==> config.mk <==
export PLATFORM = sky130hd
export DESIGN_NAME = ucf_uart
export DESIGN_NICKNAME = d
export VERILOG_FILES = /design/src/inc/ucf_pkg.sv /design/src/inc/ucf_fifo_if.sv /design/src/hdl/ucf_fifo.sv /design/src/hdl/ucf_uart.sv
export SDC_FILE = /design/constraint.sdc
export NUM_CORES = 2
export LEC_CHECK = 0
export BUFFER_PORTS_ARGS = -buffer_cell sky130_fd_sc_hd__buf_4
export CELL_PAD_IN_SITES_DETAIL_PLACEMENT = 0
export CELL_PAD_IN_SITES_GLOBAL_PLACEMENT = 1
export CORE_MARGIN = 2
export CORE_UTILIZATION = 55
export DETAILED_ROUTE_END_ITERATION = 6
export PLACE_DENSITY_LB_ADDON = 0.25
export SYNTH_ARGS = -nofsm -noshare
export SYNTH_HDL_FRONTEND = slang
export SYNTH_SLANG_ARGS = --single-unit
==> constraint.sdc <==
create_clock -name ref_clk -period 4.4 [get_ports ref_clk]
set_input_delay 0.44 -clock ref_clk [delete_from_list [all_inputs] [get_ports ref_clk]]
set_output_delay 0.44 -clock ref_clk [all_outputs]
set_load 0.01 [all_outputs]
==> src/inc/ucf_pkg.sv <==
// constants, register map and state types for the serial channel
// assumes a 32-bit register bus and byte-wide character data
package ucf_pkg;
  localparam int ADDR_W = 8;
  localparam int DATA_W = 32;
  localparam int FIFO_DEPTH_DEF = 64;
  localparam int TX_W = 8;
  localparam int RX_W = 11;
  // register byte addresses
  localparam logic [7:0] OFF_HOLDING = 8'h00;
  localparam logic [7:0] OFF_INT_ENABLE = 8'h04;
  localparam logic [7:0] OFF_INT_STATUS = 8'h08;
  localparam logic [7:0] OFF_FIFO_CTRL = 8'h0c;
  localparam logic [7:0] OFF_LINE_CTRL = 8'h10;
  localparam logic [7:0] OFF_MODEM_CTRL = 8'h14;
  localparam logic [7:0] OFF_LINE_STATUS = 8'h18;
  localparam logic [7:0] OFF_ENH_FEATURE = 8'h1c;
  localparam logic [7:0] OFF_EXT_MODE = 8'h20;
  localparam logic [7:0] OFF_BAUD_DIV = 8'h24;
  // field positions
  localparam int FCR_EN = 0;
  localparam int FCR_RX_FLUSH = 1;
  localparam int FCR_TX_FLUSH = 2;
  localparam int FCR_TX_TRIG = 4;
  localparam int FCR_RX_TRIG = 6;
  localparam logic [7:0] FCR_KEEP_MASK = 8'hf9;
  localparam int LCR_STOP2 = 2;
  localparam int LCR_PAR_EN = 3;
  localparam int LCR_PAR_EVEN = 4;
  localparam int MCR_RTS = 1;
  localparam int EFR_ENH = 4;
  localparam int EFR_AUTO_RTS = 6;
  localparam int EFR_AUTO_CTS = 7;
  localparam int EMR_OS16 = 7;
  localparam int IER_RX = 0;
  localparam int IER_TX = 1;
  localparam int IER_RTS = 6;
  localparam int IER_CTS = 7;
  // reset values
  localparam logic [7:0] LCR_RST = 8'h03;
  localparam logic [7:0] EMR_RST = 8'h80;
  localparam logic [7:0] CFG_RST = 8'h00;
  localparam logic [15:0] DIV_RST = 16'h0000;
  // oversampling counts, last tick of a bit and mid-bit tick
  localparam logic [3:0] OS_LAST_16 = 4'hf;
  localparam logic [3:0] OS_LAST_8 = 4'h7;
  localparam logic [3:0] OS_MID_16 = 4'h7;
  localparam logic [3:0] OS_MID_8 = 4'h3;
  localparam logic [3:0] WORD_BASE = 4'h5;
  localparam logic [2:0] LAST_BIT_BASE = 3'h4;
  localparam int TMO_WORDS = 4;
  localparam int TMO_EXTRA_BITS = 12;
  // trigger tables, entry 0 lowest
  localparam logic [3:0][7:0] RX_TRIG = {8'h3c, 8'h38, 8'h10, 8'h08};
  localparam logic [3:0][7:0] TX_TRIG = {8'h38, 8'h20, 8'h10, 8'h08};
  localparam logic [1:0] AXI_OKAY = 2'h0;
  localparam logic [1:0] AXI_SLVERR = 2'h2;
  typedef enum logic [2:0] {TX_IDLE, TX_START, TX_DATA, TX_PARITY, TX_STOP} ucf_tx_state_t;
  typedef enum logic [2:0] {RX_IDLE, RX_START, RX_DATA, RX_PARITY, RX_STOP} ucf_rx_state_t;
endpackage

==> src/inc/ucf_fifo_if.sv <==
// push/pop port pair between the channel logic and one fifo store
// assumes both ends run on the same clock
`timescale 1ns/1ns
interface ucf_fifo_if #(parameter int W = 8, parameter int CW = 7);
  logic push;
  logic pop;
  logic flush;
  logic [W-1:0] wdata;
  logic [W-1:0] rdata;
  logic [CW-1:0] count;
  logic full;
  logic empty;
  modport user (output push, output pop, output flush, output wdata,
                input rdata, input count, input full, input empty);
  modport store (input push, input pop, input flush, input wdata,
                 output rdata, output count, output full, output empty);
endinterface

==> src/hdl/ucf_fifo.sv <==
// flip-flop fifo with fill count, head shown without a pop
// assumes push is dropped when full and pop ignored when empty
`timescale 1ns/1ns
module ucf_fifo #(
  parameter int WIDTH = 8,
  parameter int DEPTH = 64
) (
  input wire logic ref_clk,
  input wire logic rst_n,
  input wire logic ce,
  ucf_fifo_if.store port
);
  localparam int AW = $clog2(DEPTH);
  logic [WIDTH-1:0] mem_q [DEPTH];
  logic [AW-1:0] wr_ptr_q;
  logic [AW-1:0] rd_ptr_q;
  logic [AW:0] count_q;
  logic do_push;
  logic do_pop;

  generate
    if (DEPTH < 2 || (DEPTH & (DEPTH - 1)) != 0)
    begin : g_chk
      $error("fifo depth must be a power of two of at least two");
    end
  endgenerate

  // gated strobes keep the count honest at both limits
  assign do_push = ce && port.push && !port.full;
  assign do_pop = ce && port.pop && !port.empty;
  assign port.rdata = mem_q[rd_ptr_q];
  assign port.count = count_q;
  assign port.full = (count_q == (AW + 1)'(DEPTH));
  assign port.empty = (count_q == '0);

  // storage, data needs no reset
  always_ff @(posedge ref_clk)
  begin
    if (do_push)
      mem_q[wr_ptr_q] <= port.wdata;
  end

  // pointers and fill; flush wins over traffic
  always_ff @(posedge ref_clk or negedge rst_n)
  begin
    if (!rst_n)
    begin
      wr_ptr_q <= '0;
      rd_ptr_q <= '0;
      count_q <= '0;
    end
    else if (ce && port.flush)
    begin
      wr_ptr_q <= '0;
      rd_ptr_q <= '0;
      count_q <= '0;
    end
    else
    begin
      if (do_push)
        wr_ptr_q <= wr_ptr_q + 1'b1;
      if (do_pop)
        rd_ptr_q <= rd_ptr_q + 1'b1;
      if (do_push && !do_pop)
        count_q <= count_q + 1'b1;
      else if (do_pop && !do_push)
        count_q <= count_q - 1'b1;
    end
  end
endmodule

==> src/hdl/ucf_uart.sv <==
// one serial channel: tx/rx fifos, framing, timeout, rts/cts flow control
// assumes axi4-lite master on ref_clk and line inputs already synchronous
// Notes on behaviour
// - transmit bits last sixteen or eight oversampling ticks
// - frame is start, data lsb first, optional parity, stop bits
// - holding writes go into the 64-byte tx fifo when fifos enabled
// - without fifo, holding-empty sets when byte moves to shifter
// - transmitter-empty sets only with shifter idle and tx fifo empty
// - with fifo, holding-empty set whenever tx fifo is empty
// - tx empty interrupt needs enable bit 1; fifo mode below trigger
// - falling edge starts count; mid start bit must still be low
// - data and stop bits sampled at centre with same count
// - rx fifo 64 by 11 bits; head tags shown in status bits 2-4
// - reading rx holding pops fifo and refreshes error bits at once
// - rx ready interrupt per character or at fifo trigger
// - timeout after four words plus twelve bits with data waiting
// - auto rts enabled by feature bit 6, started by modem bit 1
// - rts rise sets flow status bit when enabled with feature bit 4
// - auto rts high at upper limit, low at lower, rx continues
// - hysteresis limits are neighbouring trigger table entries, full or empty fifo at the ends
// - auto cts by feature bit 7; cts rise sets flow status bit
// - cts high halts tx after current stop bit; resumes when low
// - oversampling select 1 gives sixteen, 0 gives eight ticks
`timescale 1ns/1ns
module ucf_uart
  import ucf_pkg::*;
#(
  parameter int FIFO_DEPTH = ucf_pkg::FIFO_DEPTH_DEF
) (
  input wire logic ref_clk,
  input wire logic rst_n,
  input wire logic ce,
  input wire logic [ucf_pkg::ADDR_W-1:0] s_axi_awaddr,
  input wire logic s_axi_awvalid,
  output logic s_axi_awready,
  input wire logic [ucf_pkg::DATA_W-1:0] s_axi_wdata,
  input wire logic [3:0] s_axi_wstrb,
  input wire logic s_axi_wvalid,
  output logic s_axi_wready,
  output logic [1:0] s_axi_bresp,
  output logic s_axi_bvalid,
  input wire logic s_axi_bready,
  input wire logic [ucf_pkg::ADDR_W-1:0] s_axi_araddr,
  input wire logic s_axi_arvalid,
  output logic s_axi_arready,
  output logic [ucf_pkg::DATA_W-1:0] s_axi_rdata,
  output logic [1:0] s_axi_rresp,
  output logic s_axi_rvalid,
  input wire logic s_axi_rready,
  output logic txd,
  input wire logic rxd,
  output logic rts_n,
  input wire logic cts_n,
  output logic irq
);
  localparam int CW = $clog2(FIFO_DEPTH + 1);

  generate
    if (FIFO_DEPTH < 64)
    begin : g_chk
      $error("fifo depth must cover the largest trigger level");
    end
  endgenerate

  logic awready_q, wready_q, bvalid_q, arready_q, rvalid_q;
  logic aw_full_q, w_full_q;
  logic [1:0] bresp_q, rresp_q;
  logic [ADDR_W-1:0] awaddr_q;
  logic [DATA_W-1:0] wdata_q, rdata_q, rd_data;
  logic [3:0] wstrb_q;
  logic wr_fire, wr_ok, rd_fire, rd_ok;
  logic [7:0] ier_q, fcr_q, lcr_q, mcr_q, efr_q, emr_q;
  logic [15:0] div_q, div_cnt_q;
  logic os_tick_q;
  ucf_tx_state_t tx_state_q;
  ucf_rx_state_t rx_state_q;
  logic [3:0] tx_os_q, rx_os_q, os_last, os_mid, nbits;
  logic [2:0] tx_bit_q, rx_bit_q, last_bit;
  logic [7:0] tx_shift_q, rx_shift_q, wmask, lsr_vec, isr_vec;
  logic tx_q, tx_start, cts_hold;
  logic rx_prev_q, rx_par_q, rx_push_q, rx_done, rx_pe, rx_brk;
  logic [RX_W-1:0] rx_word_q;
  logic ovr_q, flow_q, rts_n_q, rts_prev_q, cts_prev_q, irq_q;
  logic [10:0] tmo_cnt_q, tmo_limit;
  logic [6:0] tmo_bits;
  logic tmo_q, fifo_en, tx_full_eff, rx_full_eff;
  logic tx_int, rx_int, tmo_int, rts_rise, cts_rise, thre, temt;
  logic [CW-1:0] rx_trig, tx_trig, hyst_hi, hyst_lo;
  logic [1:0] rx_sel;

  ucf_fifo_if #(.W(TX_W), .CW(CW)) tx_if ();
  ucf_fifo_if #(.W(RX_W), .CW(CW)) rx_if ();

  ucf_fifo #(.WIDTH(TX_W), .DEPTH(FIFO_DEPTH)) u_tx_fifo (
    .ref_clk(ref_clk),
    .rst_n(rst_n),
    .ce(ce),
    .port(tx_if.store)
  );

  ucf_fifo #(.WIDTH(RX_W), .DEPTH(FIFO_DEPTH)) u_rx_fifo (
    .ref_clk(ref_clk),
    .rst_n(rst_n),
    .ce(ce),
    .port(rx_if.store)
  );

  // mode decode shared by both directions
  assign fifo_en = fcr_q[FCR_EN];
  assign os_last = emr_q[EMR_OS16] ? OS_LAST_16 : OS_LAST_8;
  assign os_mid = emr_q[EMR_OS16] ? OS_MID_16 : OS_MID_8;
  assign nbits = WORD_BASE + {2'h0, lcr_q[1:0]};
  assign last_bit = LAST_BIT_BASE + {1'b0, lcr_q[1:0]};
  assign wmask = 8'hff >> (4'h8 - nbits);
  // non-fifo mode behaves as a one-deep holding register
  assign tx_full_eff = fifo_en ? tx_if.full : !tx_if.empty;
  assign rx_full_eff = fifo_en ? rx_if.full : !rx_if.empty;
  assign rx_sel = fcr_q[FCR_RX_TRIG +: 2];
  assign rx_trig = CW'(RX_TRIG[rx_sel]);
  assign tx_trig = CW'(TX_TRIG[fcr_q[FCR_TX_TRIG +: 2]]);
  // neighbouring table entries, top limit is a full fifo and bottom limit an empty one
  assign hyst_hi = (rx_sel == 2'h3) ? CW'(FIFO_DEPTH) : CW'(RX_TRIG[rx_sel + 2'h1]);
  assign hyst_lo = (rx_sel == 2'h0) ? '0 : CW'(RX_TRIG[rx_sel - 2'h1]);

  // bus strobes
  assign wr_fire = aw_full_q && w_full_q && !bvalid_q;
  assign rd_fire = s_axi_arvalid && arready_q;
  assign tx_if.push = wr_fire && awaddr_q == OFF_HOLDING && wstrb_q[0] && !tx_full_eff;
  assign tx_if.wdata = wdata_q[7:0];
  assign tx_if.flush = wr_fire && awaddr_q == OFF_FIFO_CTRL && wstrb_q[0] && wdata_q[FCR_TX_FLUSH];
  assign rx_if.flush = wr_fire && awaddr_q == OFF_FIFO_CTRL && wstrb_q[0] && wdata_q[FCR_RX_FLUSH];
  assign rx_if.pop = rd_fire && s_axi_araddr == OFF_HOLDING;
  assign rx_if.push = rx_push_q;
  assign rx_if.wdata = rx_word_q;

  // status views
  assign thre = tx_if.empty;
  assign temt = tx_if.empty && tx_state_q == TX_IDLE;
  assign tx_int = ier_q[IER_TX] && (fifo_en ? tx_if.count < tx_trig : tx_if.empty);
  assign rx_int = ier_q[IER_RX] && (fifo_en ? rx_if.count >= rx_trig : !rx_if.empty);
  assign tmo_int = ier_q[IER_RX] && tmo_q;
  // head tags hidden while the fifo is empty
  assign lsr_vec = {1'b0, temt, thre, rx_if.rdata[10:8] & {3{!rx_if.empty}}, ovr_q,
                    !rx_if.empty};
  assign isr_vec = {2'h0, flow_q, 1'b0, tmo_int, rx_int, tx_int,
                    tx_int | rx_int | tmo_int | flow_q};

  // write side decode answer
  always_comb
  begin
    case (awaddr_q)
      OFF_HOLDING, OFF_INT_ENABLE, OFF_INT_STATUS, OFF_FIFO_CTRL, OFF_LINE_CTRL,
      OFF_MODEM_CTRL, OFF_LINE_STATUS, OFF_ENH_FEATURE, OFF_EXT_MODE, OFF_BAUD_DIV:
        wr_ok = 1'b1;
      default:
        wr_ok = 1'b0;
    endcase
  end

  // read mux, upper bits read as zero
  always_comb
  begin
    rd_data = '0;
    rd_ok = 1'b1;
    case (s_axi_araddr)
      OFF_HOLDING: rd_data[7:0] = rx_if.empty ? 8'h00 : rx_if.rdata[7:0];
      OFF_INT_ENABLE: rd_data[7:0] = ier_q;
      OFF_INT_STATUS: rd_data[7:0] = isr_vec;
      OFF_FIFO_CTRL: rd_data[7:0] = fcr_q;
      OFF_LINE_CTRL: rd_data[7:0] = lcr_q;
      OFF_MODEM_CTRL: rd_data[7:0] = mcr_q;
      OFF_LINE_STATUS: rd_data[7:0] = lsr_vec;
      OFF_ENH_FEATURE: rd_data[7:0] = efr_q;
      OFF_EXT_MODE: rd_data[7:0] = emr_q;
      OFF_BAUD_DIV: rd_data[15:0] = div_q;
      default: rd_ok = 1'b0;
    endcase
  end

  // axi write channels; address and data taken in either order
  always_ff @(posedge ref_clk or negedge rst_n)
  begin
    if (!rst_n)
    begin
      awready_q <= 1'b1;
      wready_q <= 1'b1;
      aw_full_q <= 1'b0;
      w_full_q <= 1'b0;
      bvalid_q <= 1'b0;
      bresp_q <= AXI_OKAY;
      awaddr_q <= '0;
      wdata_q <= '0;
      wstrb_q <= '0;
    end
    else if (ce)
    begin
      if (s_axi_awvalid && awready_q)
      begin
        awaddr_q <= s_axi_awaddr;
        awready_q <= 1'b0;
        aw_full_q <= 1'b1;
      end
      if (s_axi_wvalid && wready_q)
      begin
        wdata_q <= s_axi_wdata;
        wstrb_q <= s_axi_wstrb;
        wready_q <= 1'b0;
        w_full_q <= 1'b1;
      end
      if (wr_fire)
      begin
        bvalid_q <= 1'b1;
        bresp_q <= wr_ok ? AXI_OKAY : AXI_SLVERR;
      end
      if (bvalid_q && s_axi_bready)
      begin
        bvalid_q <= 1'b0;
        aw_full_q <= 1'b0;
        w_full_q <= 1'b0;
        awready_q <= 1'b1;
        wready_q <= 1'b1;
      end
    end
  end

  // axi read channels, answer one cycle after the address is taken
  always_ff @(posedge ref_clk or negedge rst_n)
  begin
    if (!rst_n)
    begin
      arready_q <= 1'b1;
      rvalid_q <= 1'b0;
      rdata_q <= '0;
      rresp_q <= AXI_OKAY;
    end
    else if (ce)
    begin
      if (rd_fire)
      begin
        arready_q <= 1'b0;
        rvalid_q <= 1'b1;
        rdata_q <= rd_data;
        rresp_q <= rd_ok ? AXI_OKAY : AXI_SLVERR;
      end
      if (rvalid_q && s_axi_rready)
      begin
        rvalid_q <= 1'b0;
        arready_q <= 1'b1;
      end
    end
  end

  // configuration registers; flush bits never stick
  always_ff @(posedge ref_clk or negedge rst_n)
  begin
    if (!rst_n)
    begin
      ier_q <= CFG_RST;
      fcr_q <= CFG_RST;
      lcr_q <= LCR_RST;
      mcr_q <= CFG_RST;
      efr_q <= CFG_RST;
      emr_q <= EMR_RST;
      div_q <= DIV_RST;
    end
    else if (ce && wr_fire)
    begin
      if (wstrb_q[0])
      begin
        case (awaddr_q)
          OFF_INT_ENABLE: ier_q <= wdata_q[7:0];
          OFF_FIFO_CTRL: fcr_q <= wdata_q[7:0] & FCR_KEEP_MASK;
          OFF_LINE_CTRL: lcr_q <= wdata_q[7:0];
          OFF_MODEM_CTRL: mcr_q <= wdata_q[7:0];
          OFF_ENH_FEATURE: efr_q <= wdata_q[7:0];
          OFF_EXT_MODE: emr_q <= wdata_q[7:0];
          OFF_BAUD_DIV: div_q[7:0] <= wdata_q[7:0];
          default: ier_q <= ier_q;
        endcase
      end
      if (wstrb_q[1] && awaddr_q == OFF_BAUD_DIV)
        div_q[15:8] <= wdata_q[15:8];
    end
  end

  // oversampling tick every div+1 clocks, stands in for the baud generator
  always_ff @(posedge ref_clk or negedge rst_n)
  begin
    if (!rst_n)
    begin
      div_cnt_q <= '0;
      os_tick_q <= 1'b0;
    end
    else if (ce)
    begin
      os_tick_q <= (div_cnt_q == div_q);
      div_cnt_q <= (div_cnt_q == div_q) ? '0 : div_cnt_q + 1'b1;
    end
  end

  // a character is only started between frames, so cts never cuts one
  assign cts_hold = efr_q[EFR_AUTO_CTS] && cts_n;
  assign tx_start = os_tick_q && tx_state_q == TX_IDLE && !tx_if.empty && !cts_hold;
  assign tx_if.pop = tx_start;

  // transmitter, one step per oversampling tick
  always_ff @(posedge ref_clk or negedge rst_n)
  begin
    if (!rst_n)
    begin
      tx_state_q <= TX_IDLE;
      tx_os_q <= '0;
      tx_bit_q <= '0;
      tx_shift_q <= '0;
      tx_q <= 1'b1;
    end
    else if (ce && os_tick_q)
    begin
      tx_os_q <= (tx_os_q == os_last) ? 4'h0 : tx_os_q + 4'h1;
      case (tx_state_q)
        TX_IDLE:
        begin
          tx_os_q <= '0;
          if (tx_start)
          begin
            tx_state_q <= TX_START;
            tx_shift_q <= tx_if.rdata & wmask;
            tx_bit_q <= '0;
            tx_q <= 1'b0;
          end
        end
        TX_START:
          if (tx_os_q == os_last)
          begin
            tx_state_q <= TX_DATA;
            tx_q <= tx_shift_q[0];
          end
        TX_DATA:
          if (tx_os_q == os_last)
          begin
            if (tx_bit_q == last_bit)
            begin
              tx_state_q <= lcr_q[LCR_PAR_EN] ? TX_PARITY : TX_STOP;
              tx_q <= lcr_q[LCR_PAR_EN] ? (^tx_shift_q ^ ~lcr_q[LCR_PAR_EVEN]) : 1'b1;
              tx_bit_q <= '0;
            end
            else
            begin
              // byte kept whole so the parity bit covers every data bit
              tx_q <= tx_shift_q[tx_bit_q + 3'h1];
              tx_bit_q <= tx_bit_q + 3'h1;
            end
          end
        TX_PARITY:
          if (tx_os_q == os_last)
          begin
            tx_state_q <= TX_STOP;
            tx_q <= 1'b1;
          end
        TX_STOP:
          if (tx_os_q == os_last)
          begin
            if (lcr_q[LCR_STOP2] && tx_bit_q == 3'h0)
              tx_bit_q <= 3'h1;
            else
              tx_state_q <= TX_IDLE;
          end
        default:
          tx_state_q <= TX_IDLE;
      endcase
    end
  end

  // receive checks on the stop sample
  assign rx_done = os_tick_q && rx_state_q == RX_STOP && rx_os_q == os_last;
  assign rx_pe = lcr_q[LCR_PAR_EN] && (rx_par_q != (^rx_shift_q ^ ~lcr_q[LCR_PAR_EVEN]));
  assign rx_brk = rx_shift_q == 8'h00 && !rx_par_q && !rxd;

  // receiver, counting from the falling edge of the start bit
  always_ff @(posedge ref_clk or negedge rst_n)
  begin
    if (!rst_n)
    begin
      rx_state_q <= RX_IDLE;
      rx_prev_q <= 1'b1;
      rx_os_q <= '0;
      rx_bit_q <= '0;
      rx_shift_q <= '0;
      rx_par_q <= 1'b0;
      rx_push_q <= 1'b0;
      rx_word_q <= '0;
    end
    else if (ce)
    begin
      rx_push_q <= rx_done && !rx_full_eff;
      if (rx_done)
        rx_word_q <= {rx_brk, !rxd, rx_pe, rx_shift_q};
      if (os_tick_q)
      begin
        rx_prev_q <= rxd;
        rx_os_q <= (rx_os_q == os_last) ? 4'h0 : rx_os_q + 4'h1;
        case (rx_state_q)
          RX_IDLE:
          begin
            rx_os_q <= '0;
            if (rx_prev_q && !rxd)
              rx_state_q <= RX_START;
          end
          RX_START:
            if (rx_os_q == os_mid)
            begin
              rx_os_q <= '0;
              rx_bit_q <= '0;
              rx_shift_q <= '0;
              rx_par_q <= 1'b0;
              rx_state_q <= rxd ? RX_IDLE : RX_DATA;
            end
          RX_DATA:
            if (rx_os_q == os_last)
            begin
              rx_shift_q[rx_bit_q] <= rxd;
              rx_bit_q <= rx_bit_q + 3'h1;
              if (rx_bit_q == last_bit)
                rx_state_q <= lcr_q[LCR_PAR_EN] ? RX_PARITY : RX_STOP;
            end
          RX_PARITY:
            if (rx_os_q == os_last)
            begin
              rx_par_q <= rxd;
              rx_state_q <= RX_STOP;
            end
          RX_STOP:
            if (rx_os_q == os_last)
              rx_state_q <= RX_IDLE;
          default:
            rx_state_q <= RX_IDLE;
        endcase
      end
    end
  end

  // overrun is sticky; a new overrun beats the clearing status read
  always_ff @(posedge ref_clk or negedge rst_n)
  begin
    if (!rst_n)
      ovr_q <= 1'b0;
    else if (ce)
    begin
      if (rx_done && rx_full_eff)
        ovr_q <= 1'b1;
      else if (rd_fire && s_axi_araddr == OFF_LINE_STATUS)
        ovr_q <= 1'b0;
    end
  end

  // idle-line timeout, restarted by any character in or out
  assign tmo_bits = 7'(TMO_WORDS * int'(nbits) + TMO_EXTRA_BITS);
  assign tmo_limit = emr_q[EMR_OS16] ? {tmo_bits, 4'h0} : {1'b0, tmo_bits, 3'h0};
  always_ff @(posedge ref_clk or negedge rst_n)
  begin
    if (!rst_n)
    begin
      tmo_cnt_q <= '0;
      tmo_q <= 1'b0;
    end
    else if (ce)
    begin
      if (rx_push_q || rx_if.pop || rx_if.empty || rx_state_q != RX_IDLE)
      begin
        tmo_cnt_q <= '0;
        tmo_q <= 1'b0;
      end
      else if (os_tick_q && !tmo_q)
      begin
        tmo_cnt_q <= tmo_cnt_q + 11'h001;
        if (tmo_cnt_q >= tmo_limit - 11'h001)
          tmo_q <= 1'b1;
      end
    end
  end

  // rts with hysteresis; the receiver keeps filling past the upper limit
  always_ff @(posedge ref_clk or negedge rst_n)
  begin
    if (!rst_n)
      rts_n_q <= 1'b1;
    else if (ce)
    begin
      if (!mcr_q[MCR_RTS])
        rts_n_q <= 1'b1;
      else if (!efr_q[EFR_AUTO_RTS])
        rts_n_q <= 1'b0;
      else if (rx_if.count >= hyst_hi)
        rts_n_q <= 1'b1;
      else if (rx_if.count <= hyst_lo)
        rts_n_q <= 1'b0;
    end
  end

  // flow events: sticky status, cleared by reading status, set wins
  assign rts_rise = rts_n_q && !rts_prev_q && ier_q[IER_RTS] && efr_q[EFR_ENH];
  assign cts_rise = cts_n && !cts_prev_q && ier_q[IER_CTS] && efr_q[EFR_ENH];
  always_ff @(posedge ref_clk or negedge rst_n)
  begin
    if (!rst_n)
    begin
      rts_prev_q <= 1'b1;
      cts_prev_q <= 1'b1;
      flow_q <= 1'b0;
      irq_q <= 1'b0;
    end
    else if (ce)
    begin
      rts_prev_q <= rts_n_q;
      cts_prev_q <= cts_n;
      if (rts_rise || cts_rise)
        flow_q <= 1'b1;
      else if (rd_fire && s_axi_araddr == OFF_INT_STATUS)
        flow_q <= 1'b0;
      irq_q <= tx_int | rx_int | tmo_int | flow_q;
    end
  end

  // outputs straight from flip-flops
  assign s_axi_awready = awready_q;
  assign s_axi_wready = wready_q;
  assign s_axi_bvalid = bvalid_q;
  assign s_axi_bresp = bresp_q;
  assign s_axi_arready = arready_q;
  assign s_axi_rvalid = rvalid_q;
  assign s_axi_rdata = rdata_q;
  assign s_axi_rresp = rresp_q;
  assign txd = tx_q;
  assign rts_n = rts_n_q;
  assign irq = irq_q;
endmodule

---- Word level (Yosys, flattened, before mapping) ----
Memories as Yosys holds them, arrays and structs flattened.
Index checks and enable logic that the tools add are counted.
storage, ports and cells
  output and inout port bits .............. 44
  bits in writable memories ............... 1216
  memories ................................ 2
  flip-flop bits (word level) ............. 239
operators by class
  magnitude comparators ................... 12
  reductions and logical operators ........ 142
  multiplexer cells ....................... 119
  shift-type cells ........................ 1
  add/subtract/negate cells ............... 21
  bitwise operators ....................... 8
  equal/unequal tests ..................... 51
memories
  memory           words  width  rd ports  clocked after memory_dff  wr ports  RTL line        text
  u_rx_fifo.mem_q  64     11     1         0                         1         ucf_fifo.sv:14  logic [WIDTH-1:0] mem_q [DEPTH];
  u_tx_fifo.mem_q  64     8      1         0                         1         ucf_fifo.sv:14
operators with widths
  operator                 number
  $mux W7                  12
  $pmux W8 S10             1
  $mux W3                  22
  $bmux W8 S2              4
  $eq A8 B5 Y1 const B     8
  $logic_and A1 B1 Y1      59
  $mux W6                  8
  $mux W1                  45
  $mux W11                 3
  $eq A8 B4 Y1 const B     4
  $eq A8 B6 Y1 const B     4
  $mux W8                  4
  $pmux W3 S5              2
  $reduce_and A2 Y1        15
  $reduce_bool A2 Y1       14
  $reduce_and A3 Y1        9
  $add A6 B1 Y6 const B    4
  $logic_not A8 Y1         3
  $ne A2 B2 Y1 const B     12
  $mux W4                  5
  $reduce_or A10 Y1        2
  $logic_not A1 Y1         17
  $add A16 B1 Y16 const B  1
  $eq A16 B16 Y1           1
  other kinds (58)         95

---- Longest topological paths before layout ----
  depth in word-level cells ............... 12
  gate-level depth with buffers ........... 16

---- By module ----
Synthesis repeated with hierarchy kept, for this count alone.
unflattened totals
  cell total of the unflattened synthesis .. 3507
  area total of the unflattened synthesis .. 60450.5 um2
modules (own cells, without submodules)
  module                area an instance (um2)  instances  cells an instance
  ucf_fifo (u_rx_fifo)  28451.0                 1          1394
  ucf_fifo (u_tx_fifo)  21154.0                 1          1093
  ucf_uart              10845.4                 1          1020

---- Least setup slack after synthesis ----
Ideal clock, no wire load.
  kind .................................... reg-to-reg
  start ................................... register u_tx_fifo.count_q[1], in the netlist u_tx_fifo.port.count[1]
  end ..................................... register u_tx_fifo.count_q[6], in the netlist u_tx_fifo.port.count[6]
  data arrival time ....................... 3.885 ns
  data required time ...................... 4.275 ns
  path slack .............................. 0.390 ns
  stages on the path, launching flop included .. 17
  setup time .............................. 0.125 ns
  cell sequence ........................... dfrtp_1 -> or4_4 -> or4_1 -> and4_1 -> buf_4 -> inv_1 -> buf_2 -> ha_1 -> inv_1 -> ha_1 -> nor2b_1 -> o21ai_0 -> a21oi_1 -> o21a_1 -> or3_1 -> a21oi_1 -> mux2_2
on the way
  word-level cells in the longest chain between the ends .. 10
  elaborated cells between the ends (all ways) .. 23
  classes of those cells .................. 2 x add/sub; 1 x eq/ne; 4 x mux; 16 x reduce/logical
RTL lines
  element                                                 RTL line        text
  from (decl)                                             ucf_fifo.sv:17  logic [AW:0] count_q;
  from (signal assigned)                                  ucf_fifo.sv:65  count_q <= count_q + 1'b1;
  from (signal assigned)                                  ucf_fifo.sv:67  count_q <= count_q - 1'b1;
  branches (longest 10 deep; another with $sub A7 B1 Y7)  --
Several ways; the timed one is not identified. The select of a mux whose other input is x is not followed.
A chain may end at the register's enable or synchronous reset.

---- Worst setup path after layout ----
Same ends and word-level chain as after synthesis.

==> metrics <==
fin. max-slew vios 0; CP Class reg -> reg; full die area 111,000 um2; NetSw 7140 uW; Max-Slew Margin vs Limit 0.129; cts bufs inserted 147; period utilization 0.971; Die Wd 332 um; Worst-Skew Late Latency 0.75 ns; Seq cells post-synth 1,453; WL/cell 26.8 um; Cell Rows 120; RSZ-0062 raised after global routing no; sequential area share after synthesis 0.715; Critical Path AT 4.91 ns; antenna violations before repair 0; ys async rst share 0.163; global-route wire length before repair 205 mm; Comb power frac 0.084; placed cells 4,733; drt first-iter violations 3,090; final setup fails 0; Mean Syn Cell Area 18.2 um2; Initial Utilization 0.554; GRT Overall Usage 0.247; Antenna Cells 0; DP HPWL 84.9 mm; power share of the sequential group 0.524; CTS tree built; core footprint 107,000 um2; area leader, netlist edfxtp_1; Sw Ratio 0.231; routed via count 31,300; routability cong. 0.822; Cell Pwr Density 459 nW/um2; number of routed nets with antenna violations 0; NumNets Final 3,637; synth top area cells edfxtp_1 (62%), mux4_2 (13%), dfrtp_1 (9.5%); WP data required 5.04 ns; Hold Violations, Final 0; number of global-route vias before repair 32,000; fmax 234 MHz; Synth Flop Type edfxtp_1; Setup Skew 0.0334 ns; Post-Syn Area 59,400 um2; path type of the worst min-delay path in -> reg; post-synthesis cell count 3,253; leak pwr 0.0245 uW; Worst-Margin Slew 1.31 ns; CP Capture Type flop; quantity of I/O buffers inserted on ports 69; Critical Path Source Type flop; root buffer cell clkbuf_16; min cycle time layout 4.27 ns; I/O pin count 106; Max-Cap Viols 0; GRT overflow 0; YS warnings 0; Die H 332 um; Post-synth EDFFs 1,216; DRC errors left 0; drt total wl 135 mm; post-CTS sizing 0; setup TNS 0 ns; largest net degree at the start of global routing 110; maximum number of buffers from clock root to sink 3; Clk network pwr share 0.392; status finished, final reports clean; crit path max fanout 5; Clock Pin Slew Worst Setup and Hold Paths 0.06 ns; H-Tree Depth 4; synth-to-layout area growth 13.5%; library cells used by synthesis 79; share of layout cells above drive strength 1 0.263; Internal Power 23,800 uW; Clock Sink Count 1,453; most instantiated library cell after synthesis edfxtp_1; most instantiated cells after synthesis edfxtp_1 (1,216), mux4_2 (334), nor2_1 (237); VDD IR max 0.385 mV; DRT Pass-1 Iters 6; Synth top area share 0.615; Non-Filler Instances 5,039; DR vias/cell 6.21
==> timing repair <==
item | in CTS | in global routing
endpoints found under the hold margin | 138 | 0
hold buffers | 36 | 0
buffers inserted | 0 | 0
==> critical path, stage by stage (launching register included) <==
cell and delay, ns:
dfrtp_1 0.42, or4_4 0.57, nor4_1 0.38, a21oi_1 0.09, nor3b_1 0.42, ha_1 0.33, inv_1 0.15, ha_1 0.33
nor2b_1 0.16, o21ai_0 0.20, a21oi_1 0.12, o21a_1 0.18, or3_1 0.30, a21oi_1 0.17, mux2_2 0.35
==> worst paths after layout <==
| path | start | cells after the start | to | slack, ns |
|---|---|---|---|---|
| min in group asynchronous | rst_n | 2 | div_cnt_q[13]$_DFFE_PN0P_ | 0.35 |
| max reg2reg | u_tx_fifo.port.count[1]$_DFFE_PN0P_ | 14 | u_tx_fifo.port.count[6]$_DFFE_PN0P_ | 0.13 |
| min reg2reg | rx_prev_q$_DFFE_PN1P_ | 2 | rx_prev_q$_DFFE_PN1P_ | 0.46 |
| max in group asynchronous | rst_n | 4 | emr_q[7]$_DFFE_PN1P_ | 2.87 |
| max | u_tx_fifo.port.count[1]$_DFFE_PN0P_ | 14 | u_tx_fifo.port.count[6]$_DFFE_PN0P_ | 0.13 |
| min | ce | 3 | s_axi_bvalid$_DFFE_PN0P_ | 0.16 |
==> layer usage <==
metal | wire, um | global-route usage | vias to the layer above | share of wire
met4 | 3660 | 0.0777 | 0 | 0.027
met5 | 0 | 0 | - | 0
li1 | - | - | 13500 | -
met3 | 8950 | 0.0429 | 203 | 0.066
met1 | 55200 | 0.341 | 16500 | 0.41
met2 | 67200 | 0.405 | 1179 | 0.50
==> power by group through the flow <==
stage                     Clock, uW  Combinational, uW  Sequential (uW)
after floorplan                   0               1310            16700
after global placement            0               2450            16500
after detailed placement          0               2580            16500
after CTS                     12300               2630            16200
after global routing          12900               2830            16300
final                         12100               2590            16200
==> registers in the layout, indices dropped and copies added, names as in the netlist, 7 cells and up <==
| register | count |
|---|---|
| u_tx_fifo.mem_q | 512 |
| u_rx_fifo.mem_q | 704 |
| rx_if.wdata | 11 |
| s_axi_rdata | 16 |
| div_q | 16 |
| div_cnt_q | 16 |
| wdata_q | 16 |
| rx_shift_q | 8 |
| u_rx_fifo.port.count | 7 |
| emr_q | 8 |
| ier_q | 8 |
| awaddr_q | 8 |
| tx_shift_q | 8 |
| mcr_q | 8 |
| u_tx_fifo.port.count | 7 |
| efr_q | 8 |
| lcr_q | 8 |
| tmo_cnt_q | 11 |
==> cells in the final DEF, fill, tap and decap left out, types with 12 or more instances in the layout <==
cell type | Yosys | final
edfxtp_1 | 1216 | 1216
a22oi_1 | 30 | 30
mux2_2 | 98 | 98
buf_4 | 30 | 237
a21oi_1 | 65 | 65
nor2b_1 | 21 | 21
a211oi_1 | 21 | 21
clkinv_2 | 0 | 27
a221oi_1 | 17 | 17
clkbuf_16 | 0 | 149
o21ai_0 | 76 | 76
or3_1 | 14 | 14
nor3_1 | 15 | 15
nand3_1 | 54 | 54
dfrtp_1 | 226 | 199
ha_1 | 58 | 58
a22o_1 | 16 | 16
clkinv_1 | 1 | 25
inv_1 | 46 | 46
conb_1 | 2 | 20
clkbuf_1 | 86 | 32
dfrtp_2 | 0 | 23
nand2_1 | 136 | 136
mux2i_1 | 64 | 64
xor2_1 | 31 | 31
o31ai_1 | 16 | 16
nor2_1 | 237 | 236
nand4_1 | 15 | 15
clkbuf_8 | 0 | 13
xnor2_1 | 51 | 51
mux4_2 | 334 | 334
and3_1 | 15 | 15
dlygate4sd3_1 | 0 | 36
nand2b_1 | 12 | 12
o221ai_1 | 12 | 12
==> stage by stage <==
stage	total power [uW]	hold slack (ns)	setup slack, ns	utilization	cell area (um2)
2_1_floorplan	18000	0.144	0.390	-	59400
3_3_place_gp	18900	0.450	0.277	0.582	62300
3_5_place_dp	19100	0.456	0.192	0.582	62300
4_1_cts	31200	0.115	0.173	0.629	67400
5_1_grt	32000	0.161	0.00779	0.629	67400
6_report	30900	0.162	0.130	0.629	67400
==> kinds of logic after synthesis <==
logic type,Yosys count,synth area share
AO/OA/AOI/OAI,333,0.0378
XOR/XNOR,82,0.0121
adder cells (fa/ha/maj),60,0.0129
buffers and inverters,235,0.0178
flip-flops,1453,0.715
multiplexers,497,0.156
other,2,0.000127
AND/OR/NAND/NOR,591,0.0475
==> layout make-up <==
class                   instances  area, um2
clock inverters                76        668
clock buffers                 194       4030
well taps                    1403       1760
fillers                      7346      39700
flip-flops and latches       1453      42500
multi-input cells            1583      15900
inverters                      47        176
repair buffers                283       2330
Power figures use the tool's default switching activity.
